<file path="src/include/wdt_timer_pkg.sv">
package wdt_timer_pkg;

    // ------------------------------------------------------------
    // register offsets
    // ------------------------------------------------------------
    localparam logic [7:0] ADDR_FLAGS = 8'h01;
    localparam logic [7:0] ADDR_MODE_CTRL = 8'h10;
    localparam logic [7:0] ADDR_PERIOD = 8'h11;

    // ------------------------------------------------------------
    // flag register layout
    // ------------------------------------------------------------
    localparam int FLAG_MSF_BIT = 7;
    localparam int FLAG_WATCHDOG_EXPIRY_FLAG_BIT = 6;
    localparam int FLAG_COUNTDOWN_EXPIRY_FLAG_BIT = 3;

    // ------------------------------------------------------------
    // reset values
    // ------------------------------------------------------------
    localparam logic [7:0] MODE_CTRL_RESET = 8'h03;
    localparam logic [7:0] PERIOD_RESET = 8'h00;

    // ------------------------------------------------------------
    // tick chain
    // ------------------------------------------------------------
    localparam int FAST_TICK_HZ = 4096;
    localparam int DIV_TO_64HZ = 64;
    localparam int DIV_TO_1HZ = 64;
    localparam int DIV_TO_MINUTE = 60;
    localparam int CLK_HZ_DEFAULT = 100_000_000;

    // ------------------------------------------------------------
    // timing
    // ------------------------------------------------------------
    localparam int CLK_PERIOD_NS = 10;
    localparam int RST_W_FAST_NS = 244_000;
    localparam int RST_W_SLOW_NS = 15_625_000;
    localparam int IRQ_PULSE_NS = 10_000;
    localparam int RST_W_FAST_CYC = (RST_W_FAST_NS + CLK_PERIOD_NS - 1) / CLK_PERIOD_NS;
    localparam int RST_W_SLOW_CYC = (RST_W_SLOW_NS + CLK_PERIOD_NS - 1) / CLK_PERIOD_NS;
    localparam int IRQ_PULSE_CYC = (IRQ_PULSE_NS + CLK_PERIOD_NS - 1) / CLK_PERIOD_NS;
    localparam int RST_CNT_W = 21;
    localparam int IRQ_CNT_W = 10;

    // ------------------------------------------------------------
    // types
    // ------------------------------------------------------------
    typedef enum logic [1:0] {
        FN_OFF,
        FN_COUNTDOWN,
        FN_WDT_IRQ,
        FN_WDT_RST
    } timer_fn_e;

    typedef enum logic [1:0] {
        SRC_4096HZ,
        SRC_64HZ,
        SRC_1HZ,
        SRC_1_60HZ
    } tick_src_e;

    typedef struct packed {
        timer_fn_e timer_function_select;
        logic irq_pulse_style;
        logic [2:0] unused;
        tick_src_e tick_source_select;
    } mode_ctrl_s;

    typedef struct packed {
        logic min_sec_flag;
        logic watchdog_expiry_flag;
        logic countdown_expiry_flag;
    } flags_s;

endpackage

</file>
<file path="src/watchdog_countdown_timer.sv">
`timescale 1ns/1ps
module watchdog_countdown_timer #(
    parameter int CLK_HZ = wdt_timer_pkg::CLK_HZ_DEFAULT,
    parameter int RST_FAST_CYC = wdt_timer_pkg::RST_W_FAST_CYC,
    parameter int RST_SLOW_CYC = wdt_timer_pkg::RST_W_SLOW_CYC
) (
    // clock and reset
    input wire logic core_clk,
    input wire logic sys_rst,
    // register port
    input wire logic [7:0] reg_addr,
    input wire logic [7:0] reg_wdata,
    input wire logic reg_wr,
    input wire logic reg_rd,
    output logic [7:0] reg_rdata,
    // enables from the interrupt controller
    input wire logic second_event_enable,
    input wire logic minute_event_enable,
    input wire logic countdown_irq_enable,
    // outputs to the host
    output logic irq_n,
    output logic wdt_rst_n
);
    localparam int ACC_W = 32;
    localparam logic [ACC_W-1:0] ACC_STEP = ACC_W'(wdt_timer_pkg::FAST_TICK_HZ);
    localparam logic [ACC_W-1:0] ACC_TOP = ACC_W'(CLK_HZ);
    localparam int RW = wdt_timer_pkg::RST_CNT_W;
    localparam int IW = wdt_timer_pkg::IRQ_CNT_W;

    // ------------------------------------------------------------
    // register state
    // ------------------------------------------------------------
    wdt_timer_pkg::mode_ctrl_s ctrl;
    wdt_timer_pkg::flags_s flags;
    logic [7:0] period_n;
    logic [7:0] cnt;
    logic wdt_done;
    logic first_skip;
    logic [RW-1:0] rst_cnt;
    logic [IW-1:0] irq_cnt;
    logic [ACC_W-1:0] acc;
    logic tick_4k;
    logic tick_64;
    logic tick_1;
    logic tick_min;

    // ------------------------------------------------------------
    // access decode
    // ------------------------------------------------------------
    wire wr_ctrl = reg_wr && (reg_addr == wdt_timer_pkg::ADDR_MODE_CTRL);
    wire wr_period = reg_wr && (reg_addr == wdt_timer_pkg::ADDR_PERIOD);
    wire wr_flags = reg_wr && (reg_addr == wdt_timer_pkg::ADDR_FLAGS);
    wire rd_flags = reg_rd && (reg_addr == wdt_timer_pkg::ADDR_FLAGS);

    wdt_timer_pkg::timer_fn_e fn;
    wdt_timer_pkg::tick_src_e src;
    assign fn = ctrl.timer_function_select;
    assign src = ctrl.tick_source_select;

    wire mode_cd = (fn == wdt_timer_pkg::FN_COUNTDOWN);
    wire mode_wdt_irq = (fn == wdt_timer_pkg::FN_WDT_IRQ);
    wire mode_wdt_rst = (fn == wdt_timer_pkg::FN_WDT_RST);
    wire mode_wdt = mode_wdt_irq || mode_wdt_rst;

    // ------------------------------------------------------------
    // tick prescaler
    // ------------------------------------------------------------
    // fractional accumulator keeps 4096 Hz exact from a non-multiple clock
    wire [ACC_W-1:0] acc_sum = acc + ACC_STEP;
    wire acc_wrap = (acc_sum >= ACC_TOP);
    wire [ACC_W-1:0] next_acc = acc_wrap ? (acc_sum - ACC_TOP) : acc_sum;

    always_ff @(posedge core_clk) begin
        if (sys_rst) begin
            acc <= '0;
            tick_4k <= 1'b0;
        end else begin
            acc <= next_acc;
            tick_4k <= acc_wrap;
        end
    end

    tick_divider #(
        .RATIO(wdt_timer_pkg::DIV_TO_64HZ)
    ) u_div_64hz (
        .core_clk(core_clk),
        .sys_rst(sys_rst),
        .in_tick(tick_4k),
        .out_tick(tick_64)
    );

    tick_divider #(
        .RATIO(wdt_timer_pkg::DIV_TO_1HZ)
    ) u_div_1hz (
        .core_clk(core_clk),
        .sys_rst(sys_rst),
        .in_tick(tick_64),
        .out_tick(tick_1)
    );

    tick_divider #(
        .RATIO(wdt_timer_pkg::DIV_TO_MINUTE)
    ) u_div_min (
        .core_clk(core_clk),
        .sys_rst(sys_rst),
        .in_tick(tick_1),
        .out_tick(tick_min)
    );

    // ------------------------------------------------------------
    // timer tick select
    // ------------------------------------------------------------
    logic timer_tick;
    always_comb begin
        unique case (src)
            wdt_timer_pkg::SRC_4096HZ: timer_tick = tick_4k;
            wdt_timer_pkg::SRC_64HZ: timer_tick = tick_64;
            wdt_timer_pkg::SRC_1HZ: timer_tick = tick_1;
            wdt_timer_pkg::SRC_1_60HZ: timer_tick = tick_min;
        endcase
    end

    // ------------------------------------------------------------
    // first period alignment
    // ------------------------------------------------------------
    // the prescaler runs free, so a fast tick can land just after a start;
    // swallowing it keeps the first period between n and n+1 ticks.
    // slow sources keep their first tick: that period may run short
    wdt_timer_pkg::mode_ctrl_s wr_view;
    assign wr_view = reg_wdata;
    wire start_cd = (wr_ctrl && !mode_cd
        && (wr_view.timer_function_select == wdt_timer_pkg::FN_COUNTDOWN))
        || (wr_period && mode_cd && (cnt == 8'h00));
    wire fast_src = (src == wdt_timer_pkg::SRC_4096HZ) || (src == wdt_timer_pkg::SRC_64HZ);
    wire skip_tick = first_skip && fast_src && mode_cd;
    wire count_tick = timer_tick && !skip_tick;

    logic next_first_skip;
    always_comb begin
        if (start_cd) begin
            next_first_skip = 1'b1;
        end else if (timer_tick) begin
            next_first_skip = 1'b0;
        end else begin
            next_first_skip = first_skip;
        end
    end

    // ------------------------------------------------------------
    // shared down-counter
    // ------------------------------------------------------------
    // one decrement per counted tick gives n ticks per period;
    // a new n loads at once, so the period it cuts into may run short
    wire running = (mode_cd || mode_wdt) && !wdt_done && (cnt != 8'h00);
    wire at_one = (cnt == 8'h01);
    wire expire = count_tick && running && at_one && !wr_period;
    wire wdt_expire = expire && mode_wdt;
    wire cd_expire = expire && mode_cd;

    logic [7:0] next_cnt;
    always_comb begin
        if (wr_period) begin
            next_cnt = reg_wdata;
        end else if (fn == wdt_timer_pkg::FN_OFF) begin
            next_cnt = period_n;
        end else if (count_tick && running) begin
            if (at_one) begin
                next_cnt = mode_cd ? period_n : cnt;
            end else begin
                next_cnt = cnt - 8'h01;
            end
        end else begin
            next_cnt = cnt;
        end
    end

    wire next_wdt_done = wdt_expire ? 1'b1 :
        (wr_period || !mode_wdt) ? 1'b0 : wdt_done;

    // ------------------------------------------------------------
    // second and minute events
    // ------------------------------------------------------------
    // driven from the 64 Hz chain, never from the shared counter
    wire sec_ev = tick_1 && second_event_enable;
    wire min_ev = tick_min && minute_event_enable;
    wire ms_ev = sec_ev || min_ev;

    // ------------------------------------------------------------
    // flags
    // ------------------------------------------------------------
    // set wins over a clear in the same cycle
    wire next_msf = ms_ev ||
        (flags.min_sec_flag && !(wr_flags && !reg_wdata[wdt_timer_pkg::FLAG_MSF_BIT]));
    wire next_countdown_expiry_flag = cd_expire ||
        (flags.countdown_expiry_flag
         && !(wr_flags && !reg_wdata[wdt_timer_pkg::FLAG_COUNTDOWN_EXPIRY_FLAG_BIT]));
    // flag register writes do not touch this one
    wire next_watchdog_expiry_flag = wdt_expire ||
        (flags.watchdog_expiry_flag && !wr_period && !rd_flags);

    // ------------------------------------------------------------
    // reset output pulse
    // ------------------------------------------------------------
    wire [RW-1:0] rst_width = (src == wdt_timer_pkg::SRC_4096HZ) ?
        RW'(RST_FAST_CYC) : RW'(RST_SLOW_CYC);

    logic [RW-1:0] next_rst_cnt;
    always_comb begin
        if (wr_period) begin
            next_rst_cnt = '0;
        end else if (wdt_expire && mode_wdt_rst) begin
            next_rst_cnt = rst_width;
        end else if (rst_cnt != '0) begin
            next_rst_cnt = rst_cnt - 1'b1;
        end else begin
            next_rst_cnt = rst_cnt;
        end
    end

    // ------------------------------------------------------------
    // interrupt output
    // ------------------------------------------------------------
    wire cd_irq_en = mode_cd && countdown_irq_enable;
    wire steady_src = flags.min_sec_flag
        || (flags.countdown_expiry_flag && cd_irq_en);
    wire pulse_trig = ms_ev || (cd_expire && cd_irq_en);

    logic [IW-1:0] next_irq_cnt;
    always_comb begin
        if (ctrl.irq_pulse_style && pulse_trig) begin
            next_irq_cnt = IW'(wdt_timer_pkg::IRQ_PULSE_CYC);
        end else if (irq_cnt != '0) begin
            next_irq_cnt = irq_cnt - 1'b1;
        end else begin
            next_irq_cnt = irq_cnt;
        end
    end

    // watchdog expiry is always a level, regardless of style
    wire wdt_irq = next_watchdog_expiry_flag && mode_wdt_irq;
    wire irq_active = wdt_irq
        || (ctrl.irq_pulse_style ? (next_irq_cnt != '0) : steady_src);

    // ------------------------------------------------------------
    // read data
    // ------------------------------------------------------------
    logic [7:0] flag_view;
    always_comb begin
        flag_view = 8'h00;
        flag_view[wdt_timer_pkg::FLAG_MSF_BIT] = flags.min_sec_flag;
        flag_view[wdt_timer_pkg::FLAG_WATCHDOG_EXPIRY_FLAG_BIT] = flags.watchdog_expiry_flag;
        flag_view[wdt_timer_pkg::FLAG_COUNTDOWN_EXPIRY_FLAG_BIT] = flags.countdown_expiry_flag;
    end

    logic [7:0] rd_mux;
    always_comb begin
        unique case (reg_addr)
            wdt_timer_pkg::ADDR_FLAGS: rd_mux = flag_view;
            wdt_timer_pkg::ADDR_MODE_CTRL: rd_mux = {ctrl[7:5], 3'b000, ctrl[1:0]};
            wdt_timer_pkg::ADDR_PERIOD: rd_mux = cnt;
            default: rd_mux = 8'h00;
        endcase
    end

    // ------------------------------------------------------------
    // control and period registers
    // ------------------------------------------------------------
    always_ff @(posedge core_clk) begin
        if (sys_rst) begin
            ctrl <= wdt_timer_pkg::MODE_CTRL_RESET;
            period_n <= wdt_timer_pkg::PERIOD_RESET;
        end else begin
            if (wr_ctrl) begin
                ctrl <= reg_wdata;
            end
            if (wr_period) begin
                period_n <= reg_wdata;
            end
        end
    end

    // ------------------------------------------------------------
    // counter and flags
    // ------------------------------------------------------------
    always_ff @(posedge core_clk) begin
        if (sys_rst) begin
            cnt <= wdt_timer_pkg::PERIOD_RESET;
            wdt_done <= 1'b0;
            first_skip <= 1'b0;
            flags <= '0;
        end else begin
            cnt <= next_cnt;
            wdt_done <= next_wdt_done;
            first_skip <= next_first_skip;
            flags <= {next_msf, next_watchdog_expiry_flag, next_countdown_expiry_flag};
        end
    end

    // ------------------------------------------------------------
    // outputs
    // ------------------------------------------------------------
    always_ff @(posedge core_clk) begin
        if (sys_rst) begin
            rst_cnt <= '0;
            irq_cnt <= '0;
            irq_n <= 1'b1;
            wdt_rst_n <= 1'b1;
            reg_rdata <= 8'h00;
        end else begin
            rst_cnt <= next_rst_cnt;
            irq_cnt <= next_irq_cnt;
            irq_n <= !irq_active;
            wdt_rst_n <= (next_rst_cnt == '0);
            if (reg_rd) begin
                reg_rdata <= rd_mux;
            end
        end
    end
endmodule

</file>
<file path="src/tick_divider.sv">
`timescale 1ns/1ps
module tick_divider #(
    parameter int RATIO = 64
) (
    // clock and reset
    input wire logic core_clk,
    input wire logic sys_rst,
    // ticks
    input wire logic in_tick,
    output logic out_tick
);
    localparam int CW = $clog2(RATIO);
    localparam logic [CW-1:0] LAST = CW'(RATIO - 1);

    logic [CW-1:0] cnt;
    wire wrap = in_tick && (cnt == LAST);

    always_ff @(posedge core_clk) begin
        if (sys_rst) begin
            cnt <= '0;
            out_tick <= 1'b0;
        end else begin
            out_tick <= wrap;
            if (wrap) begin
                cnt <= '0;
            end else if (in_tick) begin
                cnt <= cnt + 1'b1;
            end
        end
    end
endmodule

</file>
<file path="config.mk">
export PLATFORM = sky130hd
export DESIGN_NAME = watchdog_countdown_timer
export DESIGN_NICKNAME = d
export VERILOG_FILES = /design/src/include/wdt_timer_pkg.sv /design/src/watchdog_countdown_timer.sv /design/src/tick_divider.sv
export SDC_FILE = /design/constraint.sdc
export NUM_CORES = 1
export LEC_CHECK = 0
export ABC_AREA = 1
export BUFFER_PORTS_ARGS = -buffer_cell sky130_fd_sc_hd__buf_2
export CAP_MARGIN = 15
export CORE_MARGIN = 8
export CORE_UTILIZATION = 25
export CTS_CLUSTER_SIZE = 24
export DETAILED_ROUTE_END_ITERATION = 10
export PLACE_DENSITY_LB_ADDON = 0.25
export SKIP_LAST_GASP = 1
export SLEW_MARGIN = 20
export SYNTH_ARGS = -nofsm -noshare
export SYNTH_HDL_FRONTEND = slang
export SYNTH_SLANG_ARGS = --single-unit
export TNS_END_PERCENT = 100
</file>
<file path="constraint.sdc">
create_clock -name core_clk -period 3 [get_ports core_clk]
set_input_delay 0.45 -clock core_clk [delete_from_list [all_inputs] [get_ports core_clk]]
set_output_delay 0.45 -clock core_clk [all_outputs]
set_load 0.05 [all_outputs]
</file>
==> results of run 1 <==
==> kinds of logic (layout without fill, tap and decap cells) <==
family	Yosys count	after routing
fa+ha+maj	13	13
flops	113	113
buf+inv	147	194
xor+xnor	45	45
compound gates	132	132
simple gates	560	560
mux	2	2
==> routing by layer <==
layer | GRT usage (%) | vias up | wire (um)
li1 | - | 3321 | -
met1 | 15.6 | 2812 | 9150
met2 | 18.2 | 91 | 8080
met3 | 2.52 | 16 | 678
met4 | 3.34 | 0 | 204
met5 | 0 | - | 0
==> per-stage QoR <==
stage / instances / power, W
4_1_cts: 1400 / 0.00768
5_1_grt: 1400 / 0.00838
3_5_place_dp: 1369 / 0.00569
2_1_floorplan: 1012 / 0.00505
6_report: 1400 / 0.00761
3_3_place_gp: 1369 / 0.00571
==> final timing paths <==
path | start | end | slack [ps]
worst max-delay path | acc[12]$_SDFF_PP0_ | acc[10]$_SDFFE_PP0N_ | 430
worst max register to register | acc[12]$_SDFF_PP0_ | acc[10]$_SDFFE_PP0N_ | 430
worst min register to register | reg_rdata[7]$_SDFFE_PP0P_ | reg_rdata[7]$_SDFFE_PP0P_ | 460
worst min-delay path | reg_wdata[2] | period_n[2]$_SDFFE_PP0N_ | 320
==> registers in the layout, summed over array words and instances (netlist names), 2 cells and up <==
register	cells
acc	24
cnt	8
flag_view	3
fn	2
irq_cnt	10
period_n	8
reg_rdata	8
rst_cnt	21
src	2
u_div_1hz.cnt	6
u_div_64hz.cnt	6
u_div_min.cnt	6
==> worst reg2reg max path: stages (launching register included) <==
cell,delay [ps]
dfxtp_1,430
ha_1,250
nand2_2,110
nor2_4,140
nand2_1,120
nor3_2,190
or2_2,180
nand3_2,80
inv_1,90
nand2_1,70
nor2_2,110
nand2_2,170
nand2_4,310
nand2_1,120
a21oi_2,120
==> synth_stat cells, types with 5 or more instances <==
cell      number
or2_2          5
a31oi_1        8
nand3_2       19
inv_1        114
o21ai_0       40
xnor2_1        6
xor2_1        38
ha_1          13
inv_2          6
nand4_1       15
a21oi_2       11
nand2_1      264
dfxtp_1      113
nand3b_1       5
buf_6          5
nand3_1       73
nor2_2         7
a21oi_1       53
nor3_1        22
nor2_1       127
clkbuf_1      14
nand2_2        7
==> power groups by stage <==
| stage | combinational, W | sequential [W] | clock [W] |
|---|---|---|---|
| after floorplan | 0.00300 | 0.00206 | 0 |
| after detailed placement | 0.00355 | 0.00214 | 0 |
| after CTS | 0.00358 | 0.00211 | 0.00199 |
| after global placement | 0.00357 | 0.00214 | 0 |
| after global routing | 0.00416 | 0.00215 | 0.00207 |
| final | 0.00357 | 0.00211 | 0.00194 |
==> cell type report <==
cell class	instances	area (um2)
timing repair buffer	41	230
fill	2963	18900
clock inverter	10	86.3
inverter	122	458
sequential	113	2260
tap	341	427
multi-input combinational	752	3880
clock buffer	21	470
==> out/results.ini, run 1 <==
[hold_path]
hold_class = input port to flop
hold-path-cell-count = 3

[yosys]
synth-compound-area-share_pct = 11.2
async_flop_share_pct = 0
avgSynthCellArea_um2 = 6.68
ys_ff_latch = 113
synthXorXnorAreaFrac_pct = 5.94
synthAdderAreaFrac_pct = 2.41
syn_area_um2 = 6760
synthSimpleGateAreaFrac_pct = 37.6
synth-main-ff-cell = dfxtp_1
synthTopCellsByArea = dfxtp_1 33%, nand2_1 15%, nor2_1 7.1%
synth_edf_count = 0
yosys.area.top_type = dfxtp_1
synth_top_family_by_area = simple AND/OR/NAND/NOR gates
yosys.area.top_type_share_pct = 33.5
ys_seq_area_share_pct = 33.5
ys_types = 44
synth_nets = 1048
synth_warnings = 0
synthCells = 1012
synthMuxAreaShare_pct = 0.296

[power_and_ir_drop]
ir_drop_mv = 0.415
powerDensity_nw_per_um2 = 974
switching_share_pct = 43.7
netSwitchingPower_w = 0.00333
internal-power_w = 0.00429
p_clk_share_pct = 25.5
power_frac_seq_pct = 27.7
comb_power_share_pct = 46.9
p_leak_nw = 3.47

[worst_setup_path]
startpoint_type = flop
critPathArrivalTime_ps = 2910
r2r_cells = 14
path_common_cell = nand2_1
crit_chain = ha_1 -> nand2_2 -> nor2_4 -> nand2_1 -> nor3_2 -> or2_2 -> nand3_2 -> inv_1 -> nand2_1 -> nor2_2 -> nand2_2 -> nand2_4 -> nand2_1 -> a21oi_2
endpoint_kind = flop
cpMaxStageDelayCell = dfxtp_1
cpPeakStageDelay_ps = 430
critPathBufInv = 1
worstPathRequired_ps = 3340
critical_path_depth = 14
path_class = flop to flop
crit_family = simple AND/OR/NAND/NOR gates
cp_max_fo = 23

[clock_network]
post_cts_buffers = 0
numCtsBuffers = 17
clock_latency_ps = 420
clkTransAtPathRegs_ps = 60
ctsHoldBuffers = 0
cts_tree = yes
clk_path_buf_depth = 2
cts_sinks = 113
cts.htree.levels = 4
cts-resized-gates = 0
cts-root-buf = clkbuf_16

[sta]
tns_ps = 0
max_slew_margin_pct = 43.5
setup_ws_ps = 433
setup_viol = 0
rsz0062_at_grt = no
final-hold-violation-count = 0
clock.fmax_ghz = 0.390
skew_ps = 12.3
hold_slack_ps = 317
drv_slew = 0
worst_pin_slew_ps = 848
period_needed_ps = 2570
post-route-period-util_pct = 85.6

[cells_and_area]
layout_commonest_cell = nand2_1
fin_util_pct = 29.3
antenna_cells = 0
fin_nets = 1083
drive_above_1_share_pct = 13.0
fin_area_um2 = 7820
layout_common_cells = 264 x nand2_1, 127 x nor2_1, 114 x inv_1
syn_to_final_growth_pct = 15.7

[drt]
vias = 6240
drt_iter0_drc = 331
vias_per_cell = 4.46
drtAntennaViolNets = 0
drtPass1Iterations = 5
drc_errors = 0
wirelength_um = 18100
avgRoutedWirePerCell_um = 12.9

[grt]
grtUsageTotal_pct = 11.5
overflow = 0
antenna_found_initial = 0
grt_pass1_vias = 6126
grt_pass1_wl_um = 30800
grt_max_degree = 68

[floorplanning]
dieArea_um2 = 32500
core.rowCount = 60
start_util_pct = 25.3
dieWidth_um = 180
fp.dieH_um = 180
io_pins = 33
core_um2 = 26700

[placed_design]
io_buffer_count = 32
place_area_um2 = 7260
place_ws_ps = 445
gp_congestion = 0.857
hpwl_um = 13300

[run_status]
outcome = finished clean

[flow_run]
maxCapViolCount = 0

No activity file was read; power rests on OpenSTA's default activity.
==> run 2: changes to the inputs <==
--- a/config.mk
+++ b/config.mk
@@ -17,5 +17,6 @@
 export SLEW_MARGIN = 20
 export SYNTH_ARGS = -nofsm -noshare
 export SYNTH_HDL_FRONTEND = slang
+export SYNTH_HIERARCHICAL = 1
 export SYNTH_SLANG_ARGS = --single-unit
 export TNS_END_PERCENT = 100
==> out/results.ini, run 2 <==
[run_status]
outcome = finished clean  ; unchanged

[sta]
tns_ps = 0  ; unchanged
period_needed_ps = 2610  ; was 2570 ps
clock.fmax_ghz = 0.384  ; was 0.390 GHz
final-hold-violation-count = 0  ; unchanged
drv_slew = 0  ; unchanged
post-route-period-util_pct = 86.9  ; was 85.6%
worst_pin_slew_ps = 641  ; was 848 ps
setup_viol = 0  ; unchanged
max_slew_margin_pct = 57.3  ; was 43.5%
skew_ps = 18.5  ; was 12.3 ps
rsz0062_at_grt = no  ; unchanged
setup_ws_ps = 393  ; was 433 ps
hold_slack_ps = 305  ; was 317 ps

[grt]
grt_max_degree = 39  ; was 68
grtUsageTotal_pct = 11.2  ; was 11.5%
overflow = 0  ; unchanged
grt_pass1_wl_um = 30600  ; was 30800 um
grt_pass1_vias = 6256  ; was 6126
antenna_found_initial = 0  ; unchanged

[power_and_ir_drop]
p_leak_nw = 3.49  ; was 3.47 nW
power_w = 0.00668  ; was 0.00761 W
comb_power_share_pct = 39.4  ; was 46.9%
powerDensity_nw_per_um2 = 849  ; was 974 nW/um2
p_clk_share_pct = 30.5  ; was 25.5%
power_frac_seq_pct = 30.1  ; was 27.7%
netSwitchingPower_w = 0.00279  ; was 0.00333 W
switching_share_pct = 41.7  ; was 43.7%
ir_drop_mv = 0.377  ; was 0.415 mV
internal-power_w = 0.00389  ; was 0.00429 W

[drt]
vias = 6405  ; was 6240
drt_iter0_drc = 432  ; was 331
drtAntennaViolNets = 0  ; unchanged
wirelength_um = 18000  ; was 18100 um
avgRoutedWirePerCell_um = 12.6  ; was 12.9 um
drtPass1Iterations = 5  ; unchanged
drc_errors = 0  ; unchanged
vias_per_cell = 4.48  ; was 4.46

[yosys]
synthTopCellsByArea = dfxtp_1 33%, nand2_1 15%, nor2_1 9.0%  ; was dfxtp_1 33%, nand2_1 15%, nor2_1 7.1%
synth_nets = 1076  ; was 1048
yosysMostFrequentCell = nand2_1  ; unchanged
synth_edf_count = 0  ; unchanged
yosys.area.top_type_share_pct = 33.5  ; unchanged
synthCells = 1040  ; was 1012
async_flop_share_pct = 0  ; unchanged
yosys.area.top_type = dfxtp_1  ; unchanged
ys_types = 49  ; was 44
ys_seq_area_share_pct = 33.5  ; unchanged
avgSynthCellArea_um2 = 6.50  ; was 6.68 um2
synth-main-ff-cell = dfxtp_1  ; unchanged
synth_warnings = 6  ; was 0
syn_area_um2 = 6760  ; unchanged
ys_ff_latch = 113  ; unchanged
synth_commonest_cells = 277 x nand2_1, 162 x nor2_1, 113 x dfxtp_1  ; was 264 x nand2_1, 127 x nor2_1, 114 x inv_1

[floorplanning]
io_pins = 33  ; unchanged
fp.dieH_um = 180  ; unchanged
core_um2 = 26700  ; unchanged
core.rowCount = 60  ; unchanged
start_util_pct = 25.3  ; unchanged
dieWidth_um = 180  ; unchanged
dieArea_um2 = 32500  ; unchanged

[hold_path]
hold_class = input port to flop  ; unchanged

[cells_and_area]
fin_nets = 1113  ; was 1083
fin_area_um2 = 7870  ; was 7820 um2
multi_input_area_um2 = 3940  ; was 3880 um2
top_register = acc  ; unchanged
syn_to_final_growth_pct = 16.4  ; was 15.7%
reg_top3 = acc x24, rst_cnt x21, irq_cnt x10  ; unchanged
fillers = 2992  ; was 2963
layout_common_cells = 277 x nand2_1, 162 x nor2_1, 112 x dfxtp_1  ; was 264 x nand2_1, 127 x nor2_1, 114 x inv_1
largest_reg_flops = 24  ; unchanged
antenna_cells = 0  ; unchanged
register_area_um2 = 2260  ; about the same
layout_commonest_cell = nand2_1  ; unchanged
drive_above_1_share_pct = 12.8  ; was 13.0%

[clock_network]
clock_latency_ps = 430  ; was 420 ps
cts.htree.levels = 4  ; unchanged
numCtsBuffers = 17  ; unchanged
clkTransAtPathRegs_ps = 70  ; was 60 ps
cts-resized-gates = 0  ; unchanged
cts_sinks = 113  ; unchanged
cts_tree = yes  ; unchanged
ctsHoldBuffers = 0  ; unchanged
cts-root-buf = clkbuf_16  ; unchanged
clk_path_buf_depth = 2  ; unchanged
post_cts_buffers = 0  ; unchanged

[worst_setup_path]
crit_chain = ha_1 -> nand2_2 -> nor2_4 -> nand2_2 -> xnor2_2 -> nand2_1 -> nor2_1 -> nand2_1 -> nand3_1 -> nand3_2 -> nand2_2 -> buf_4 -> nand3_1 -> nand2_1 -> nor2_1  ; was ha_1 -> nand2_2 -> nor2_4 -> nand2_1 -> nor3_2 -> or2_2 -> nand3_2 -> inv_1 -> nand2_1 -> nor2_2 -> nand2_2 -> nand2_4 -> nand2_1 -> a21oi_2
cp_max_fo = 12  ; was 23
endpoint_kind = flop  ; unchanged
worstPathRequired_ps = 3310  ; was 3340 ps
startpoint_type = flop  ; unchanged
cpPeakStageDelay_ps = 410  ; was 430 ps
path_class = flop to flop  ; unchanged
cpMaxStageDelayCell = dfxtp_1  ; unchanged
critPathArrivalTime_ps = 2910  ; about the same

[placed_design]
place_ws_ps = 342  ; was 445 ps
place_area_um2 = 7280  ; was 7260 um2
hpwl_um = 13200  ; was 13300 um
gp_congestion = 0.820  ; was 0.857
io_buffer_count = 32  ; unchanged

[flow_run]
maxCapViolCount = 0  ; unchanged

run 2: final cells by class:
cell class	count	area share, %
Clock inverter	15	1.99
Timing Repair Buffer	41	2.89
Inverter	115	5.49
Tap cell	341	5.42
Sequential cell	113	28.8
Multi-Input combinational cell	789	50.0
Clock buffer	17	5.41
run 2: cell families after synthesis:
logic type	after synthesis	share of synthesized area [%]
AOI/OAI and AO/OA	129	11.8
adders and majority gates	13	2.41
xor gates and xnor gates	33	4.50
buffers and inverters	138	8.26
muxes	3	0.444
DFF	113	33.5
and+or+nand+nor	611	39.1
run 2: worst paths after layout:
path,start,end,slack [ps],cells after the start
worst max-delay path,acc[13]$_SDFF_PP0_,acc[12]$_SDFF_PP0_,390,15
worst min-delay path,reg_wdata[1],src[1]$_SDFFE_PP1P_,300,3
worst max register to register,acc[13]$_SDFF_PP0_,acc[12]$_SDFF_PP0_,390,15
worst min register to register,reg_rdata[5]$_SDFFE_PP0P_,reg_rdata[5]$_SDFFE_PP0P_,470,2
run 2: critical path, delay by kind of cell (launching register included):
kind	cells	cell delay [ps]
buf+inv	1	250
fa+ha+maj	1	270
simple gates	12	1250
flops	1	410
xor+xnor	1	300
run 2: metrics by stage:
stage,util [%],std cells
after global routing,29.4,1431
after global placement,27.3,1399
final,29.4,1431
after CTS,29.4,1431
after detailed placement,27.3,1399
after floorplan,-,1040
run 2: power by group through the flow:
stage / sequential [W] / clock [W] / combinational [W]
2_1_floorplan: 0.00197 / 0 / 0.00218
5_1_grt: 0.00204 / 0.00215 / 0.00305
3_3_place_gp: 0.00204 / 0 / 0.00264
3_5_place_dp: 0.00203 / 0 / 0.00263
4_1_cts: 0.00201 / 0.00209 / 0.00264
6_report: 0.00201 / 0.00204 / 0.00263
run 2: layer usage:
layer  part of all wire (%)  track usage [%]  vias to the layer above
met4                    1.2             3.27                        0
met1                     50             14.7                     2895
met5                      0                0                        -
met3                    3.2             2.14                       16
li1                       -                -                     3409
met2                     45             18.5                       85
